$ cat config.mk
export PLATFORM = sky130hd
export DESIGN_NAME = act_regs
export DESIGN_NICKNAME = d
export VERILOG_FILES = /design/src/rtl/act_pkg.sv /design/src/rtl/act_regs.sv
export VERILOG_INCLUDE_DIRS = /design/src /design/src/rtl
export SDC_FILE = /design/constraint.sdc
export NUM_CORES = 1
export LEC_CHECK = 0
export BUFFER_PORTS_ARGS = -buffer_cell sky130_fd_sc_hd__buf_2
export CORE_MARGIN = 1.5
export CORE_UTILIZATION = 61
export DETAILED_ROUTE_END_ITERATION = 10
export MAX_ROUTING_LAYER = met4
export PLACE_DENSITY = 0.82
export RECOVER_POWER = 50
export SLEW_MARGIN = 40
export SYNTH_ARGS = -nofsm -noshare
export SYNTH_HDL_FRONTEND = slang
export SYNTH_SLANG_ARGS = --single-unit
$ cat constraint.sdc
create_clock -name pclk -period 26.2 [get_ports pclk]
set_input_delay 3.93 -clock pclk [delete_from_list [all_inputs] [get_ports pclk]]
set_output_delay 3.93 -clock pclk [all_outputs]
set_load 0.05 [all_outputs]
$ cat src/rtl/act_params.svh
// constants for the adc computation and threshold register block
// assumes: included by the design files, register index = byte addr / 4
`ifndef ACT_PARAMS_SVH
`define ACT_PARAMS_SVH

// ************************************************************
// register indices (byte address is four times the index)
// ************************************************************
`define ACT_IDX_W          12
`define ACT_IDX_LTH_L      12'h3D9
`define ACT_IDX_LTH_H      12'h3DA
`define ACT_IDX_UTH_L      12'h3DB
`define ACT_IDX_UTH_H      12'h3DC
`define ACT_IDX_ERR_L      12'h3DD
`define ACT_IDX_ERR_H      12'h3DE
`define ACT_IDX_TGT_L      12'h3DF
`define ACT_IDX_TGT_H      12'h3E0
`define ACT_IDX_FLT_L      12'h3E1
`define ACT_IDX_FLT_H      12'h3E2
`define ACT_IDX_SUM_L      12'h3E3
`define ACT_IDX_SUM_H      12'h3E4
`define ACT_IDX_SUM_U      12'h3E5
`define ACT_IDX_TALLY      12'h3E6
`define ACT_IDX_LIMIT      12'h3E7
`define ACT_IDX_PREV_L     12'h3E8
`define ACT_IDX_PREV_H     12'h3E9
`define ACT_IDX_RES_L      12'h3EA
`define ACT_IDX_RES_H      12'h3EB
`define ACT_IDX_CAP        12'h3F0
`define ACT_IDX_CTRL0      12'h3D0
`define ACT_IDX_CTRL1      12'h3D1
`define ACT_IDX_CTRL2      12'h3D2
`define ACT_IDX_STAT       12'h3D3
`define ACT_IDX_IRQ_STAT   12'h3D4
`define ACT_IDX_IRQ_CLR    12'h3D5
`define ACT_IDX_IRQ_EN     12'h3D6

// ************************************************************
// field positions
// ************************************************************
`define ACT_CTRL0_MODE     2:0
`define ACT_CTRL0_JUSTIFY  3
`define ACT_CTRL0_SNAPSHOT_SOURCE_SEL     4
`define ACT_CTRL1_SHIFT    2:0
`define ACT_CTRL1_DEVIATION_METHOD     5:4
`define ACT_CTRL2_TMD      2:0
`define ACT_STAT_BELOW     0
`define ACT_STAT_ABOVE     1
`define ACT_STAT_ACTIVE    2
`define ACT_IRQ_THRESH     0
`define ACT_IRQ_DONE       1
`define ACT_IRQ_W          2
`define ACT_CAP_W          5

// ************************************************************
// reset values
// ************************************************************
`define ACT_RST_16         16'h0000
`define ACT_RST_8          8'h00
`define ACT_RST_SUM        18'h00000
`define ACT_RST_CAP        5'h00
`define ACT_RST_IRQ        2'h0

`endif

$ cat src/rtl/act_pkg.sv
// types for the adc computation and threshold register block
// assumes: compiled before act_regs
package act_pkg;

   typedef enum logic [2:0] {
      ACT_MODE_BASIC,
      ACT_MODE_ACCUM,
      ACT_MODE_AVG,
      ACT_MODE_BURST,
      ACT_MODE_LPF
   } act_mode_t;

   typedef enum logic [1:0] {
      ACT_DEV_RES_PREV,
      ACT_DEV_RES_TGT,
      ACT_DEV_FLT_TGT,
      ACT_DEV_FLT_PREV
   } act_dev_t;

   typedef enum logic [2:0] {
      ACT_TMD_NEVER,
      ACT_TMD_BELOW,
      ACT_TMD_NOT_BELOW,
      ACT_TMD_OUTSIDE,
      ACT_TMD_INSIDE,
      ACT_TMD_ABOVE,
      ACT_TMD_NOT_ABOVE,
      ACT_TMD_ALWAYS
   } act_tmd_t;

endpackage

$ cat src/rtl/act_regs.sv
// computation back end: sum, filter, snapshot, tally, threshold check
// assumes: converter strobes are synchronous to pclk; apb master on pclk
//
// Notes on behaviour
// - eight-bit repeat limit gates threshold check
// - eight-bit writable tally counts triggers
// - check when tally reaches limit
// - tally only in filter, burst, average
// - filtered output is sum shifted right
// - filter mode shows low-pass output
// - source one snapshots filtered at start
// - source zero snapshots justified sample
// - sum 18-bit signed, upper bits sign
// - sum writable only when idle
// - deviation per selected method and target
// - bounds compare sets below, above flags
// - threshold interrupt per selected condition
// - bounds are signed 16-bit read/write
// - five-bit extra capacitance, zero none
// - every multi-byte register has byte aliases
`timescale 1ns/1ps
`include "act_params.svh"

module act_regs #(
   parameter int SAMPLE_W = 12
) (
   input  wire logic                 pclk,
   input  wire logic                 presetn,
   input  wire logic                 clk_en,
   input  wire logic                 psel,
   input  wire logic                 penable,
   input  wire logic                 pwrite,
   input  wire logic [13:0]          paddr,
   input  wire logic [31:0]          pwdata,
   input  wire logic [3:0]           pstrb,
   output logic      [31:0]          prdata,
   output logic                      pready,
   output logic                      pslverr,
   input  wire logic                 conv_start,
   input  wire logic                 conv_done,
   input  wire logic [SAMPLE_W-1:0]  conv_data,
   output logic      [`ACT_CAP_W-1:0] extra_sample_pf,
   output logic                      conversion_active,
   output logic                      irq
);

   // ************************************************************
   // elaboration check
   // ************************************************************
   if (SAMPLE_W < 1 || SAMPLE_W > 15) begin : g_chk
      $error("SAMPLE_W must be 1 to 15");
   end

   // ************************************************************
   // state
   // ************************************************************
   logic signed [15:0] lower_bound_reg;
   logic signed [15:0] upper_bound_reg;
   logic signed [15:0] setpoint_deviation_reg;
   logic signed [15:0] target_level_reg;
   logic signed [15:0] filtered_out_reg;
   logic signed [17:0] running_sum_reg;
   logic        [7:0]  trigger_tally_reg;
   logic        [7:0]  tally_limit_reg;
   logic        [15:0] last_sample_snapshot_reg;
   logic        [15:0] sample_value_reg;
   logic        [`ACT_CAP_W-1:0] extra_sample_pf_reg;
   logic        [7:0]  ctrl0_reg;
   logic        [7:0]  ctrl1_reg;
   logic        [7:0]  ctrl2_reg;
   logic               below_low_flag;
   logic               above_high_flag;
   logic               active_reg;
   logic               restart_reg;
   logic        [`ACT_IRQ_W-1:0] irq_stat_reg;
   logic        [`ACT_IRQ_W-1:0] irq_en_reg;

   // ************************************************************
   // bus decode
   // ************************************************************
   logic [`ACT_IDX_W-1:0] idx;
   logic                  wr;
   logic                  setup;
   logic [7:0]            wb;
   logic [7:0]            rd_byte;
   logic                  rd_hit;

   assign idx   = paddr[13:2];
   assign setup = clk_en && psel && !penable;
   assign wr    = clk_en && psel && penable && pwrite && pstrb[0];
   assign wb    = pwdata[7:0];
   assign pready = clk_en;

   function automatic logic hit_w(input logic [`ACT_IDX_W-1:0] a,
                                  input logic [`ACT_IDX_W-1:0] b);
      hit_w = (a == b);
   endfunction

   // ************************************************************
   // control fields
   // ************************************************************
   act_pkg::act_mode_t mode;
   act_pkg::act_dev_t  deviation_method;
   act_pkg::act_tmd_t  threshold_irq_select;
   logic [2:0]         shift_amount;
   logic               result_justify;
   logic               snapshot_source_sel;
   logic               tally_mode;

   assign mode                = act_pkg::act_mode_t'(ctrl0_reg[`ACT_CTRL0_MODE]);
   assign result_justify      = ctrl0_reg[`ACT_CTRL0_JUSTIFY];
   assign snapshot_source_sel = ctrl0_reg[`ACT_CTRL0_SNAPSHOT_SOURCE_SEL];
   assign shift_amount        = ctrl1_reg[`ACT_CTRL1_SHIFT];
   assign deviation_method                = act_pkg::act_dev_t'(ctrl1_reg[`ACT_CTRL1_DEVIATION_METHOD]);
   assign threshold_irq_select                 = act_pkg::act_tmd_t'(ctrl2_reg[`ACT_CTRL2_TMD]);
   assign tally_mode = (mode == act_pkg::ACT_MODE_AVG) ||
                       (mode == act_pkg::ACT_MODE_BURST) ||
                       (mode == act_pkg::ACT_MODE_LPF);

   // ************************************************************
   // computation datapath
   // ************************************************************
   logic        [15:0] res_next;
   logic signed [17:0] sum_base;
   logic signed [17:0] sum_next;
   logic signed [15:0] flt_next;
   logic signed [15:0] dev_next;
   logic               check_now;
   logic               below_next;
   logic               above_next;
   logic               tmd_hit;

   // left justify keeps msbs aligned, right keeps the raw count
   assign res_next = result_justify ? 16'(conv_data)
                   : {conv_data, {(16 - SAMPLE_W){1'b0}}};
   // averaging restarts the sum after a completed check
   assign sum_base = restart_reg ? 18'sh00000 : running_sum_reg;

   always_comb begin
      case (mode)
         act_pkg::ACT_MODE_ACCUM,
         act_pkg::ACT_MODE_AVG,
         act_pkg::ACT_MODE_BURST: begin
            sum_next = sum_base + $signed({2'b00, res_next});
         end
         act_pkg::ACT_MODE_LPF: begin
            sum_next = running_sum_reg - (running_sum_reg >>> shift_amount)
                     + $signed({2'b00, res_next});
         end
         default: begin
            sum_next = running_sum_reg;
         end
      endcase
   end

   always_comb begin
      case (mode)
         act_pkg::ACT_MODE_LPF: begin
            flt_next = 16'(sum_next >>> shift_amount);
         end
         act_pkg::ACT_MODE_ACCUM,
         act_pkg::ACT_MODE_AVG,
         act_pkg::ACT_MODE_BURST: begin
            flt_next = 16'(sum_next >>> shift_amount);
         end
         default: begin
            flt_next = filtered_out_reg;
         end
      endcase
   end

   always_comb begin
      case (deviation_method)
         act_pkg::ACT_DEV_RES_PREV: begin
            dev_next = $signed(res_next - last_sample_snapshot_reg);
         end
         act_pkg::ACT_DEV_RES_TGT: begin
            dev_next = $signed(res_next) - target_level_reg;
         end
         act_pkg::ACT_DEV_FLT_TGT: begin
            dev_next = flt_next - target_level_reg;
         end
         default: begin
            dev_next = flt_next - $signed(last_sample_snapshot_reg);
         end
      endcase
   end

   // limit of zero lets every conversion check
   assign check_now = conv_done &&
      (!tally_mode || trigger_tally_reg >= tally_limit_reg);
   assign below_next = dev_next < lower_bound_reg;
   assign above_next = dev_next > upper_bound_reg;

   always_comb begin
      case (threshold_irq_select)
         act_pkg::ACT_TMD_NEVER:     tmd_hit = 1'b0;
         act_pkg::ACT_TMD_BELOW:     tmd_hit = below_next;
         act_pkg::ACT_TMD_NOT_BELOW: tmd_hit = !below_next;
         act_pkg::ACT_TMD_OUTSIDE:   tmd_hit = below_next || above_next;
         act_pkg::ACT_TMD_INSIDE:    tmd_hit = !below_next && !above_next;
         act_pkg::ACT_TMD_ABOVE:     tmd_hit = above_next;
         act_pkg::ACT_TMD_NOT_ABOVE: tmd_hit = !above_next;
         default:                    tmd_hit = 1'b1;
      endcase
   end

   // ************************************************************
   // software-only registers
   // ************************************************************
   always_ff @(posedge pclk or negedge presetn) begin
      if (!presetn) begin
         lower_bound_reg     <= `ACT_RST_16;
         upper_bound_reg     <= `ACT_RST_16;
         target_level_reg    <= `ACT_RST_16;
         tally_limit_reg     <= `ACT_RST_8;
         extra_sample_pf_reg <= `ACT_RST_CAP;
         ctrl0_reg           <= `ACT_RST_8;
         ctrl1_reg           <= `ACT_RST_8;
         ctrl2_reg           <= `ACT_RST_8;
         irq_en_reg          <= `ACT_RST_IRQ;
      end else if (wr) begin
         if (hit_w(idx, `ACT_IDX_LTH_L)) lower_bound_reg[7:0]  <= wb;
         if (hit_w(idx, `ACT_IDX_LTH_H)) lower_bound_reg[15:8] <= wb;
         if (hit_w(idx, `ACT_IDX_UTH_L)) upper_bound_reg[7:0]  <= wb;
         if (hit_w(idx, `ACT_IDX_UTH_H)) upper_bound_reg[15:8] <= wb;
         if (hit_w(idx, `ACT_IDX_TGT_L)) target_level_reg[7:0]  <= wb;
         if (hit_w(idx, `ACT_IDX_TGT_H)) target_level_reg[15:8] <= wb;
         if (hit_w(idx, `ACT_IDX_LIMIT)) tally_limit_reg <= wb;
         if (hit_w(idx, `ACT_IDX_CAP))
            extra_sample_pf_reg <= wb[`ACT_CAP_W-1:0];
         if (hit_w(idx, `ACT_IDX_CTRL0)) ctrl0_reg <= wb;
         if (hit_w(idx, `ACT_IDX_CTRL1)) ctrl1_reg <= wb;
         if (hit_w(idx, `ACT_IDX_CTRL2)) ctrl2_reg <= wb;
         if (hit_w(idx, `ACT_IDX_IRQ_EN))
            irq_en_reg <= wb[`ACT_IRQ_W-1:0];
      end
   end

   assign extra_sample_pf = extra_sample_pf_reg;

   // ************************************************************
   // conversion activity
   // ************************************************************
   always_ff @(posedge pclk or negedge presetn) begin
      if (!presetn) begin
         active_reg <= 1'b0;
      end else if (clk_en) begin
         if (conv_start) begin
            active_reg <= 1'b1;
         end else if (conv_done) begin
            active_reg <= 1'b0;
         end
      end
   end

   assign conversion_active = active_reg;

   // ************************************************************
   // sample and snapshot
   // ************************************************************
   always_ff @(posedge pclk or negedge presetn) begin
      if (!presetn) begin
         sample_value_reg         <= `ACT_RST_16;
         last_sample_snapshot_reg <= `ACT_RST_16;
      end else if (clk_en) begin
         if (conv_done) begin
            sample_value_reg <= res_next;
         end else if (wr && hit_w(idx, `ACT_IDX_RES_L)) begin
            sample_value_reg[7:0] <= wb;
         end else if (wr && hit_w(idx, `ACT_IDX_RES_H)) begin
            sample_value_reg[15:8] <= wb;
         end
         if (conv_start) begin
            last_sample_snapshot_reg <= snapshot_source_sel
               ? filtered_out_reg
               : sample_value_reg;
         end
      end
   end

   // ************************************************************
   // running sum and filter
   // ************************************************************
   always_ff @(posedge pclk or negedge presetn) begin
      if (!presetn) begin
         running_sum_reg  <= `ACT_RST_SUM;
         filtered_out_reg <= `ACT_RST_16;
         restart_reg      <= 1'b0;
      end else if (clk_en) begin
         if (conv_done) begin
            running_sum_reg  <= sum_next;
            filtered_out_reg <= flt_next;
            restart_reg      <= check_now && tally_mode &&
                                (mode != act_pkg::ACT_MODE_LPF);
         end else if (wr && !active_reg) begin
            if (hit_w(idx, `ACT_IDX_SUM_L)) running_sum_reg[7:0] <= wb;
            if (hit_w(idx, `ACT_IDX_SUM_H)) running_sum_reg[15:8] <= wb;
            if (hit_w(idx, `ACT_IDX_SUM_U))
               running_sum_reg[17:16] <= wb[1:0];
         end
      end
   end

   // ************************************************************
   // trigger tally
   // ************************************************************
   always_ff @(posedge pclk or negedge presetn) begin
      if (!presetn) begin
         trigger_tally_reg <= `ACT_RST_8;
      end else if (clk_en) begin
         if (wr && hit_w(idx, `ACT_IDX_TALLY)) begin
            trigger_tally_reg <= wb;
         end else if (tally_mode) begin
            if (check_now) begin
               trigger_tally_reg <= conv_start ? 8'h01 : 8'h00;
            end else if (conv_start) begin
               trigger_tally_reg <= trigger_tally_reg + 8'h01;
            end
         end
      end
   end

   // ************************************************************
   // threshold check and interrupt
   // ************************************************************
   always_ff @(posedge pclk or negedge presetn) begin
      if (!presetn) begin
         setpoint_deviation_reg <= `ACT_RST_16;
         below_low_flag         <= 1'b0;
         above_high_flag        <= 1'b0;
      end else if (clk_en && conv_done) begin
         setpoint_deviation_reg <= dev_next;
         if (check_now) begin
            below_low_flag  <= below_next;
            above_high_flag <= above_next;
         end
      end
   end

   logic [`ACT_IRQ_W-1:0] irq_set;
   logic [`ACT_IRQ_W-1:0] irq_clr;

   assign irq_set[`ACT_IRQ_THRESH] = check_now && tmd_hit;
   assign irq_set[`ACT_IRQ_DONE]   = conv_done;
   assign irq_clr = (wr && hit_w(idx, `ACT_IDX_IRQ_CLR))
                  ? wb[`ACT_IRQ_W-1:0] : `ACT_RST_IRQ;

   // set beats a clear landing in the same cycle
   always_ff @(posedge pclk or negedge presetn) begin
      if (!presetn) begin
         irq_stat_reg <= `ACT_RST_IRQ;
      end else if (clk_en) begin
         irq_stat_reg <= irq_set | (irq_stat_reg & ~irq_clr);
      end
   end

   assign irq = |(irq_stat_reg & irq_en_reg);

   // ************************************************************
   // read mux
   // ************************************************************
   always_comb begin
      rd_hit  = 1'b1;
      rd_byte = 8'h00;
      case (idx)
         `ACT_IDX_LTH_L:    rd_byte = lower_bound_reg[7:0];
         `ACT_IDX_LTH_H:    rd_byte = lower_bound_reg[15:8];
         `ACT_IDX_UTH_L:    rd_byte = upper_bound_reg[7:0];
         `ACT_IDX_UTH_H:    rd_byte = upper_bound_reg[15:8];
         `ACT_IDX_ERR_L:    rd_byte = setpoint_deviation_reg[7:0];
         `ACT_IDX_ERR_H:    rd_byte = setpoint_deviation_reg[15:8];
         `ACT_IDX_TGT_L:    rd_byte = target_level_reg[7:0];
         `ACT_IDX_TGT_H:    rd_byte = target_level_reg[15:8];
         `ACT_IDX_FLT_L:    rd_byte = filtered_out_reg[7:0];
         `ACT_IDX_FLT_H:    rd_byte = filtered_out_reg[15:8];
         `ACT_IDX_SUM_L:    rd_byte = running_sum_reg[7:0];
         `ACT_IDX_SUM_H:    rd_byte = running_sum_reg[15:8];
         `ACT_IDX_SUM_U:    rd_byte = {{6{running_sum_reg[17]}},
                                       running_sum_reg[17:16]};
         `ACT_IDX_TALLY:    rd_byte = trigger_tally_reg;
         `ACT_IDX_LIMIT:    rd_byte = tally_limit_reg;
         `ACT_IDX_PREV_L:   rd_byte = last_sample_snapshot_reg[7:0];
         `ACT_IDX_PREV_H:   rd_byte = last_sample_snapshot_reg[15:8];
         `ACT_IDX_RES_L:    rd_byte = sample_value_reg[7:0];
         `ACT_IDX_RES_H:    rd_byte = sample_value_reg[15:8];
         `ACT_IDX_CAP:      rd_byte = 8'(extra_sample_pf_reg);
         `ACT_IDX_CTRL0:    rd_byte = ctrl0_reg;
         `ACT_IDX_CTRL1:    rd_byte = ctrl1_reg;
         `ACT_IDX_CTRL2:    rd_byte = ctrl2_reg;
         `ACT_IDX_STAT:     rd_byte = {5'h00, active_reg,
                                       above_high_flag, below_low_flag};
         `ACT_IDX_IRQ_STAT: rd_byte = 8'(irq_stat_reg);
         `ACT_IDX_IRQ_CLR:  rd_byte = 8'h00;
         `ACT_IDX_IRQ_EN:   rd_byte = 8'(irq_en_reg);
         default:           rd_hit  = 1'b0;
      endcase
   end

   // read data is captured in the setup cycle, one cycle ahead
   always_ff @(posedge pclk or negedge presetn) begin
      if (!presetn) begin
         prdata  <= 32'h0000_0000;
         pslverr <= 1'b0;
      end else if (setup) begin
         prdata  <= {24'h000000, rd_byte};
         pslverr <= !rd_hit;
      end
   end

endmodule

# Word level (Yosys, flattened, before mapping)
# Cells that the tools add are included.
[classes]
n_addsub = 8
magnitude_cmp = 3
n_eq_ne = 41
n_shift = 2
n_mux = 26
n_bitwise = 4
n_reduce_logical = 63
[op_table]
columns = ["op", "n"]
rows = [
  ["12-bit by 10-bit equality test with 1-bit output (second input constant)", 27],
  ["8-bit one-hot mux with 26 select lines", 1],
  ["8-bit 2-to-1 mux", 9],
  ["16-bit 2-to-1 mux", 4],
  ["16-bit subtractor", 4],
  ["18-bit 2-to-1 mux", 3],
  ["16-bit one-hot mux with 3 select lines", 1],
  ["18-bit by 17-bit adder with 18-bit output", 2],
  ["18-bit one-hot mux with 2 select lines", 1],
  ["2-bit AND reduction", 17],
  ["27-bit OR reduction", 1],
  ["18-bit by 3-bit >>> shifter with 16-bit output", 1],
  ["18-bit by 3-bit >>> shifter with 18-bit output", 1],
  ["18-bit subtractor", 1],
  ["16-bit > comparator", 1],
  ["1-bit logical AND", 16],
  ["16-bit less-than comparator", 1],
  ["2-bit nonzero test", 8],
  ["3-bit AND reduction", 5],
  ["3-bit by 2-bit equality test with 1-bit output (second input constant)", 4],
  ["3-bit equality test (second input constant)", 4],
  ["8-bit by 1-bit adder with 8-bit output (second input constant)", 1],
  ["8-bit >= comparator", 1],
  ["1-bit one-hot mux with 7 select lines", 1],
  ["18 further kinds", 32],
]
[totals]
ff_bits = 192
in_bits = 70
elab_cells = 175

# Logic depth before layout (Yosys ltp)
# Gate-level depths: netlist of the first run.
[logic_depth]
word_depth = 14
depth_mapped = 43
ltp_nobuf = 40

# Least setup slack after synthesis of the first run
# Ideal clock, no wire load.
[synth_path]
path_kind = "input-to-reg"
startpoint = "input port conv_data[7]"
endpoint = "register irq_stat_reg[0]"
setup_ns = 0.123
t_arrival_ns = 10.323
setup_slack_ns = 15.754
cell_stages = 32
cell_sequence = "mux2_2 > inv_1 > fa_1 > inv_1 > ha_1 > a2111oi_0 > o21ai_1 > a31oi_2 > xor2_1 > nor2_1 > a221oi_1 > nand2_1 > and2_1 > mux2i_1 > o221ai_1 > ha_1 > a2111o_1 > nand3b_1 > a31oi_1 > xor2_1 > a2bb2oi_1 > ha_1 > a21o_1 > a21o_1 > a21o_1 > a21o_1 > a2111oi_0 > o21bai_1 > a211oi_1 > nor3_1 > o21ai_0 > nand2_1"
[synth_between]
elab_chain_cells = 13
[synth_lines]
columns = ["item", "line", "text"]
rows = [
  ["start, declared", "act_regs.sv:41", "input wire logic [SAMPLE_W-1:0] conv_data,"],
  ["16-bit 2-to-1 mux (*)", "act_regs.sv:134", "assign res_next = result_justify ? 16'(conv_data)"],
  ["18-bit by 17-bit adder with 18-bit output, on equally long branches", "act_regs.sv:148, act_regs.sv:144", ""],
  ["18-bit one-hot mux with 2 select lines (*)", "act_regs.sv:140", "case (mode)"],
  ["18-bit by 3-bit >>> shifter with 16-bit output (*)", "act_regs.sv:159, act_regs.sv:164", ""],
  ["16-bit 2-to-1 mux (*)", "--", ""],
  ["named net flt_next[6]", "act_regs.sv:126", "logic signed [15:0] flt_next;"],
  ["16-bit subtractor, on equally long branches", "act_regs.sv:184, act_regs.sv:181", ""],
  ["16-bit one-hot mux with 3 select lines (*)", "act_regs.sv:173", "case (deviation_method)"],
  ["named net dev_next[9]", "act_regs.sv:127", "logic signed [15:0] dev_next;"],
  ["16-bit less-than comparator / 16-bit > comparator (equally long branches)", "act_regs.sv:192, act_regs.sv:193", ""],
  ["1-bit zero test, on equally long branches", "act_regs.sv:199, act_regs.sv:201, act_regs.sv:203", ""],
  ["1-bit logical AND", "act_regs.sv:201", "act_pkg::ACT_TMD_INSIDE: tmd_hit = !below_next && !above_next;"],
  ["1-bit one-hot mux with 7 select lines (*)", "act_regs.sv:196", "case (threshold_irq_select)"],
  ["1-bit logical AND (*)", "act_regs.sv:344", "assign irq_set[`ACT_IRQ_THRESH] = check_now && tmd_hit;"],
  ["2-bit bitwise OR (*)", "act_regs.sv:354", "irq_stat_reg <= irq_set | (irq_stat_reg & ~irq_clr);"],
  ["end signal, assigned", "act_regs.sv:352", "irq_stat_reg <= `ACT_RST_IRQ;"],
  ["end signal, assigned", "act_regs.sv:354", ""],
  ["end, declared", "act_regs.sv:75", "logic [`ACT_IRQ_W-1:0] irq_stat_reg;"],
]
# The timed path passes the listed nets; every way through them passes the cells marked *.
# A chain may end at the register's enable or synchronous reset.

# Final worst setup path of the first run
[layout_path]
startpoint = "input port conv_data[0]"
endpoint = "register irq_stat_reg[0]"
# Same word-level chain as after synthesis.

==> results of run 1 <==
per-stage QoR:
| stage | total power [W] | area (um2) | hold slack [ns] |
|---|---|---|---|
| 6_report | 0.00112 | 18000 | 0.484 |
| 5_1_grt | 0.00118 | 18000 | 0.514 |
| 4_1_cts | 0.00111 | 18100 | 0.490 |
| 3_5_place_dp | 0.000841 | 17500 | 0.473 |
| 3_3_place_gp | 0.000828 | 17400 | 0.465 |
| 2_1_floorplan | 0.000711 | 17000 | 0.447 |
critical path, delay by kind of cell:
family                   cells  cell delay (ns)
XOR/XNOR                     2             0.27
AND/OR/NAND/NOR              7             1.02
AO/OA/AOI/OAI               16             4.93
buffers and inverters        2             0.14
multiplexers                 1             0.32
adder cells (fa/ha/maj)      5             1.92
synth_stat cells (25+ instances only):
library cell / count / area share
mux2i_1: 68 / 0.040
mux2_2: 85 / 0.057
dfrtp_1: 192 / 0.28
nor2_1: 159 / 0.035
buf_4: 25 / 0.011
a21oi_1: 136 / 0.040
o21ai_0: 150 / 0.044
nand2_1: 216 / 0.048
xor2_1: 25 / 0.013
inv_1: 153 / 0.034
a22oi_1: 41 / 0.018
nor3_1: 28 / 0.0083
clkbuf_1: 78 / 0.017
a21o_1: 38 / 0.017
nand2b_1: 30 / 0.011
a221oi_1: 25 / 0.013
xnor2_1: 31 / 0.016
nand3_1: 30 / 0.0089
ha_1: 120 / 0.089
a211oi_1: 35 / 0.016
power by group:
group	leakage, nW	total [W]	internal [W]	switching (W)
Clock	0.285	0.000269	0.000129	0.000140
Combinational	5.71	0.000495	0.000189	0.000306
Sequential	2.31	0.000359	0.000323	0.0000363
Total	8.30	0.00112	0.000641	0.000483
kinds of logic (layout without fill, tap and decap cells):
kind of cell	Yosys count	after routing	share of synthesized area
multiplexers	157	157	0.102
XOR/XNOR	56	56	0.0290
other	1	25	0.000222
AND/OR/NAND/NOR	578	578	0.157
flip-flops	192	192	0.284
buffers and inverters	274	272	0.0668
AO/OA/AOI/OAI	622	622	0.249
adder cells (fa/ha/maj)	140	140	0.113
metal layers:
layer / share of wire / vias to the layer above / global-route usage
met5: 0 / - / -
met4: 0.062 / 0 / 0.229
met3: 0.12 / 224 / 0.104
met2: 0.42 / 1043 / 0.618
met1: 0.40 / 7909 / 0.569
li1: - / 7281 / -
layout make-up:
cell class	count	area share
Antenna cell	1	0.000139
Clock inverter	14	0.00924
Multi-Input combinational cell	1577	0.617
Inverter	155	0.0323
Clock buffer	18	0.0238
Tap cell	372	0.0258
Sequential cell	192	0.267
Timing Repair Buffer	85	0.0253
how the worst max path moves through the flow:
stage            startpoint         endpoint  slack [ns]  cells after the start
6_report       conv_data[0]  irq_stat_reg[0]       14.02                     33
5_1_grt             presetn  irq_stat_reg[0]       12.61                      3
4_1_cts        conv_data[0]  irq_stat_reg[0]       14.22                     33
3_5_place_dp   conv_data[0]  irq_stat_reg[0]       13.84                     33
3_3_place_gp   conv_data[3]  irq_stat_reg[0]       13.81                     33
2_1_floorplan  conv_data[7]  irq_stat_reg[0]       15.75                     32
==> flow_metrics.tcl, run 1 <==
set metrics [dict create \
    outcome "finished, violations left" \
    violated_checks "capacitance limit, slew limit" \
    drive_above_1_share 0.115 \
    slew_violations 275 \
    die_width_um 169 \
    syn-instance-count 2020 \
    synth_top_flop_cell "dfrtp_1" \
    vias 16457 \
    hold-path-cell-count 2 \
    route.detailed.vias_per_inst 6.82 \
    rrSetupSlack_ns 16.01 \
    drv.max_cap_violation_count 5 \
    drt_first_pass_iters 6 \
    cts_tree "yes" \
    worst-slew-pin-transition_ns 4.61 \
    final_hold_viol_count 0 \
    critPathMaxFanout 4 \
    post_synth_instance_area_um2 16900 \
    largest_register_ffs 18 \
    total_die_area_um2 28700 \
    r2r-start "ctrl1_reg[1]" \
    post_synth.cell_area_avg_um2 8.37 \
    ys_types 89 \
    post-dp-hpwl_um 45400 \
    cpMaxStageDelayCell "a2bb2oi_1" \
    post_cts.repair.setup_buffers 0 \
    tritoncts.num_buffers 17 \
    number_of_global_route_vias_before_repair 15226 \
    final_cells 2414 \
    worst-setup-path-type "input pin to flip-flop" \
    placement_rows 60 \
    drc 0 \
    grt_max_degree 81 \
    synth-seq-cells 192 \
    layout.core_utilization 0.665 \
    clock_insertion_delay_worst_skew_ns 0.47 \
    grt_overflow 0 \
    timing.critical_path.arrival_ns 12.53 \
    detail-route-antenna-nets 0 \
    routed_wire_length_per_instance_um 24.6 \
    irDropWorstVdd_v 0.0000558 \
    min_from "setpoint_deviation_reg[6]" \
    placed_cell_count 2381 \
    p_leak_nw 8.30 \
    grt_first_pass_wirelength_um 90200 \
    cts.sinks 192 \
    timing.reg2reg.worst_path_depth 36 \
    area.growth.synth_to_final_pct 6.59 \
    antenna_found_initial 1 \
    fin_nets 2238 \
    ff_latch_area_um2 4810 \
    core_area_um2 27100 \
    cts_hold_buffers 0 \
    timing.max_slew.rel_slack -2.08 \
    mostFrequentLayoutCell "nand2_1" \
    holdPathEnd "setpoint_deviation_reg[6]" \
    setup-tns-final_ns 0 \
    layout.cells.most_common_list "nand2_1, dfrtp_1, nor2_1" \
    portBuffers 57 \
    period_minus_slack_ns 12.18 \
    worstSetupStartpointType "input pin" \
    detailedRoute.firstIterationViolations 2314 \
    final_min_period_over_clock_period 0.465 \
    slowest_cell_delay_on_critical_path_ns 0.61 \
    dpl_worst_slack_ns 13.84 \
    clock_skew_ns 0.0194 \
    power_density_nw_per_um2 62.3 \
    multi_input_gate_area_in_the_final_layout_um2 11100 \
    routabilityCongestion 1.05 \
    clock.fmax_ghz 0.0821 \
    post_cts_resize_count 0 \
    finalWirelength_um 59500 \
    worst_hold_path_type "flip-flop to flip-flop" \
    cp-end-kind "flip-flop" \
    setup_repair_after_global_routing_missed_its_margin "false" \
    synth_sequential_area_ratio 0.284 \
    path_clk_slew_ns 0.08 \
    grtUsageTotal 0.433 \
    die_height_um 169 \
    synth_async_sr_flop_share 1.00 \
    synth-warning-count 0 \
    critical_path_required_ns 26.54 \
    clockBufferDepth 2 \
    final_setup_violation_count 0 \
    cts_htree_levels 4 \
    ctsRootBufferMaster "clkbuf_16" \
    fillCellCount 2323 \
    initial_core_util 0.624 \
    boundaryPins 111 \
    post-route-worst-setup-slack_ns 14.02 \
    crit-reg2reg-capture "irq_stat_reg[0]" \
    synth-edff-count 0 \
]
Note: power is estimated with default switching activity, not from simulation.
==> inputs of run 2 (changes only) <==
CORE_UTILIZATION = 57   (was 61)
PLACE_DENSITY = 0.81   (was 0.82)
clock period = 10.7 ns   (was 26.2 ns; I/O delays follow)
==> flow_metrics.tcl, run 2 (same netlist as run 1, synthesis figures left out) <==
set metrics [dict create \
    irDropWorstVdd_v 0.000143 \
    fin_nets 2243 \
    worstSetupStartpointType "flip-flop" \
    clock_insertion_delay_worst_skew_ns 0.46 \
    portBuffers 57 \
    cpMaxStageDelayCell "dfrtp_2" \
    timing.critical_path.max_delay_family "compound AO/OA/AOI/OAI gates" \
    timing.max_slew.rel_slack -3.68 \
    post-dp-hpwl_um 45900 \
    r2r-start "ctrl1_reg[1]" \
    area.growth.synth_to_final_pct 7.39 \
    clock_skew_ns 0.0196 \
    slew_violations 273 \
    cts_hold_buffers 0 \
    crit_path_start "ctrl1_reg[1]" \
    critical_path_required_ns 11.05 \
    drv.max_cap_violation_count 4 \
    cts_htree_levels 4 \
    grt_first_pass_wirelength_um 91900 \
    die_height_um 175 \
    cp_num_buf_inv 2 \
    final_min_period_over_clock_period 0.914 \
    critPathMaxFanout 24 \
    tritoncts.num_buffers 17 \
    detail-route-antenna-nets 0 \
    grtUsageTotal 0.408 \
    post_cts_resize_count 0 \
    die_width_um 175 \
    drt_first_pass_iters 7 \
    worst-setup-path-type "flip-flop to flip-flop" \
    worst_hold_path_type "flip-flop to flip-flop" \
    largest_register_ffs 18 \
    grt_max_degree 128 \
    path_clk_slew_ns 0.09 \
    ctsRootBufferMaster "clkbuf_16" \
    core_area_um2 28900 \
    final_hold_viol_count 0 \
    number_of_global_route_vias_before_repair 15696 \
    levels_on_crit_path 35 \
    cts_tree "yes" \
    fillCellCount 2526 \
    period_minus_slack_ns 9.78 \
    post_cts.repair.setup_buffers 0 \
    cp-end-kind "flip-flop" \
    final_setup_violation_count 0 \
    antenna_found_initial 0 \
    timing.reg2reg.worst_path_depth 35 \
    setup-tns-final_ns 0 \
    finalWirelength_um 60500 \
    drc 0 \
    p_leak_nw 8.40 \
    timing.critical_path.arrival_ns 10.13 \
    routabilityCongestion 1.03 \
    power_density_nw_per_um2 154 \
    clockBufferDepth 2 \
    mostFrequentLayoutCell "nand2_1" \
    route.detailed.vias_per_inst 6.84 \
    boundaryPins 111 \
    hold-path-cell-count 2 \
    drive_above_1_share 0.131 \
    detailedRoute.firstIterationViolations 2313 \
    setup_repair_after_global_routing_missed_its_margin "false" \
    violated_checks "capacitance limit, slew limit" \
    initial_core_util 0.584 \
    min_from "setpoint_deviation_reg[4]" \
    grt_overflow 0 \
    outcome "finished, violations left" \
    total_die_area_um2 30700 \
    layout.cells.most_common_list "nand2_1, dfrtp_1, inv_1" \
    clock.fmax_ghz 0.102 \
    routed_wire_length_per_instance_um 24.9 \
    slowest_cell_delay_on_critical_path_ns 0.71 \
    cts.sinks 192 \
    vias 16622 \
    hold-worst-slack_ns 0.486 \
    crit_top_cell "a21o_1" \
    placement_rows 62 \
    worst-slew-pin-transition_ns 7.02 \
]
==> run 2: cell types whose count changed in the layout (fill, tap and decap cells not counted), sizes merged <==
cell,previous run,this run
clkbuf,41,21
inv,159,161
clkinv,9,8
buf,62,86
==> run 2: per-layer routing <==
layer  wire length [um]  vias up  GRT usage  share of wire
met3               7490      266     0.0966           0.12
met4               4280        0      0.235          0.071
li1                   -     7319          -              -
met5                  0        -          -              0
met2              24900     1101      0.574           0.41
met1              23900     7936      0.535           0.39
==> run 2: power by group <==
part	leakage [nW]	internal, W	switching [W]
Sequential	2.30	0.000791	0.0000882
Clock	0.303	0.000328	0.000367
Combinational	5.79	0.000464	0.000748
Total	8.40	0.00158	0.00120
==> run 2: worst register-to-register path, delay by kind of cell (launching register included) <==
kind / cells / cell delay, ns
simple gates: 7 / 0.86
flops: 1 / 0.71
compound gates: 18 / 5.16
buf+inv: 2 / 0.35
fa+ha+maj: 4 / 1.71
mux: 2 / 0.60
xor+xnor: 2 / 0.28
==> run 2: through the flow <==
step / utilization / cell area (um2) / setup slack [ns] / total power, W / cells
after floorplan: - / 17000 / 2.44 / 0.00174 / 2043
after global placement: 0.605 / 17500 / 0.748 / 0.00203 / 2398
after detailed placement: 0.606 / 17500 / 0.780 / 0.00206 / 2398
after CTS: 0.628 / 18200 / 0.910 / 0.00275 / 2430
after global routing: 0.627 / 18100 / 0.171 / 0.00294 / 2430
final: 0.627 / 18200 / 0.920 / 0.00279 / 2431
==> run 2: final cells by class <==
cell class                      count  area (um2)  share of cell area
Antenna cell                        1        2.50            0.000138
Inverter                          155         582              0.0321
Tap cell                          384         480              0.0265
Sequential cell                   192        4810               0.265
Clock buffer                       17         425              0.0234
Multi-Input combinational cell   1577       11100               0.612
Clock inverter                     15         215              0.0119
Timing Repair Buffer               90         527              0.0290
==> run 2: path summary, 6_finish.rpt <==
check	endpoint	slack (ns)
setup / recovery	irq_stat_reg[0]	0.92
hold / removal	setpoint_deviation_reg[4]	0.49
setup reg to reg	irq_stat_reg[0]	0.92
hold reg to reg	setpoint_deviation_reg[4]	0.49
max in group asynchronous	ctrl0_reg[4]	2.39
min in group asynchronous	setpoint_deviation_reg[5]	3.75
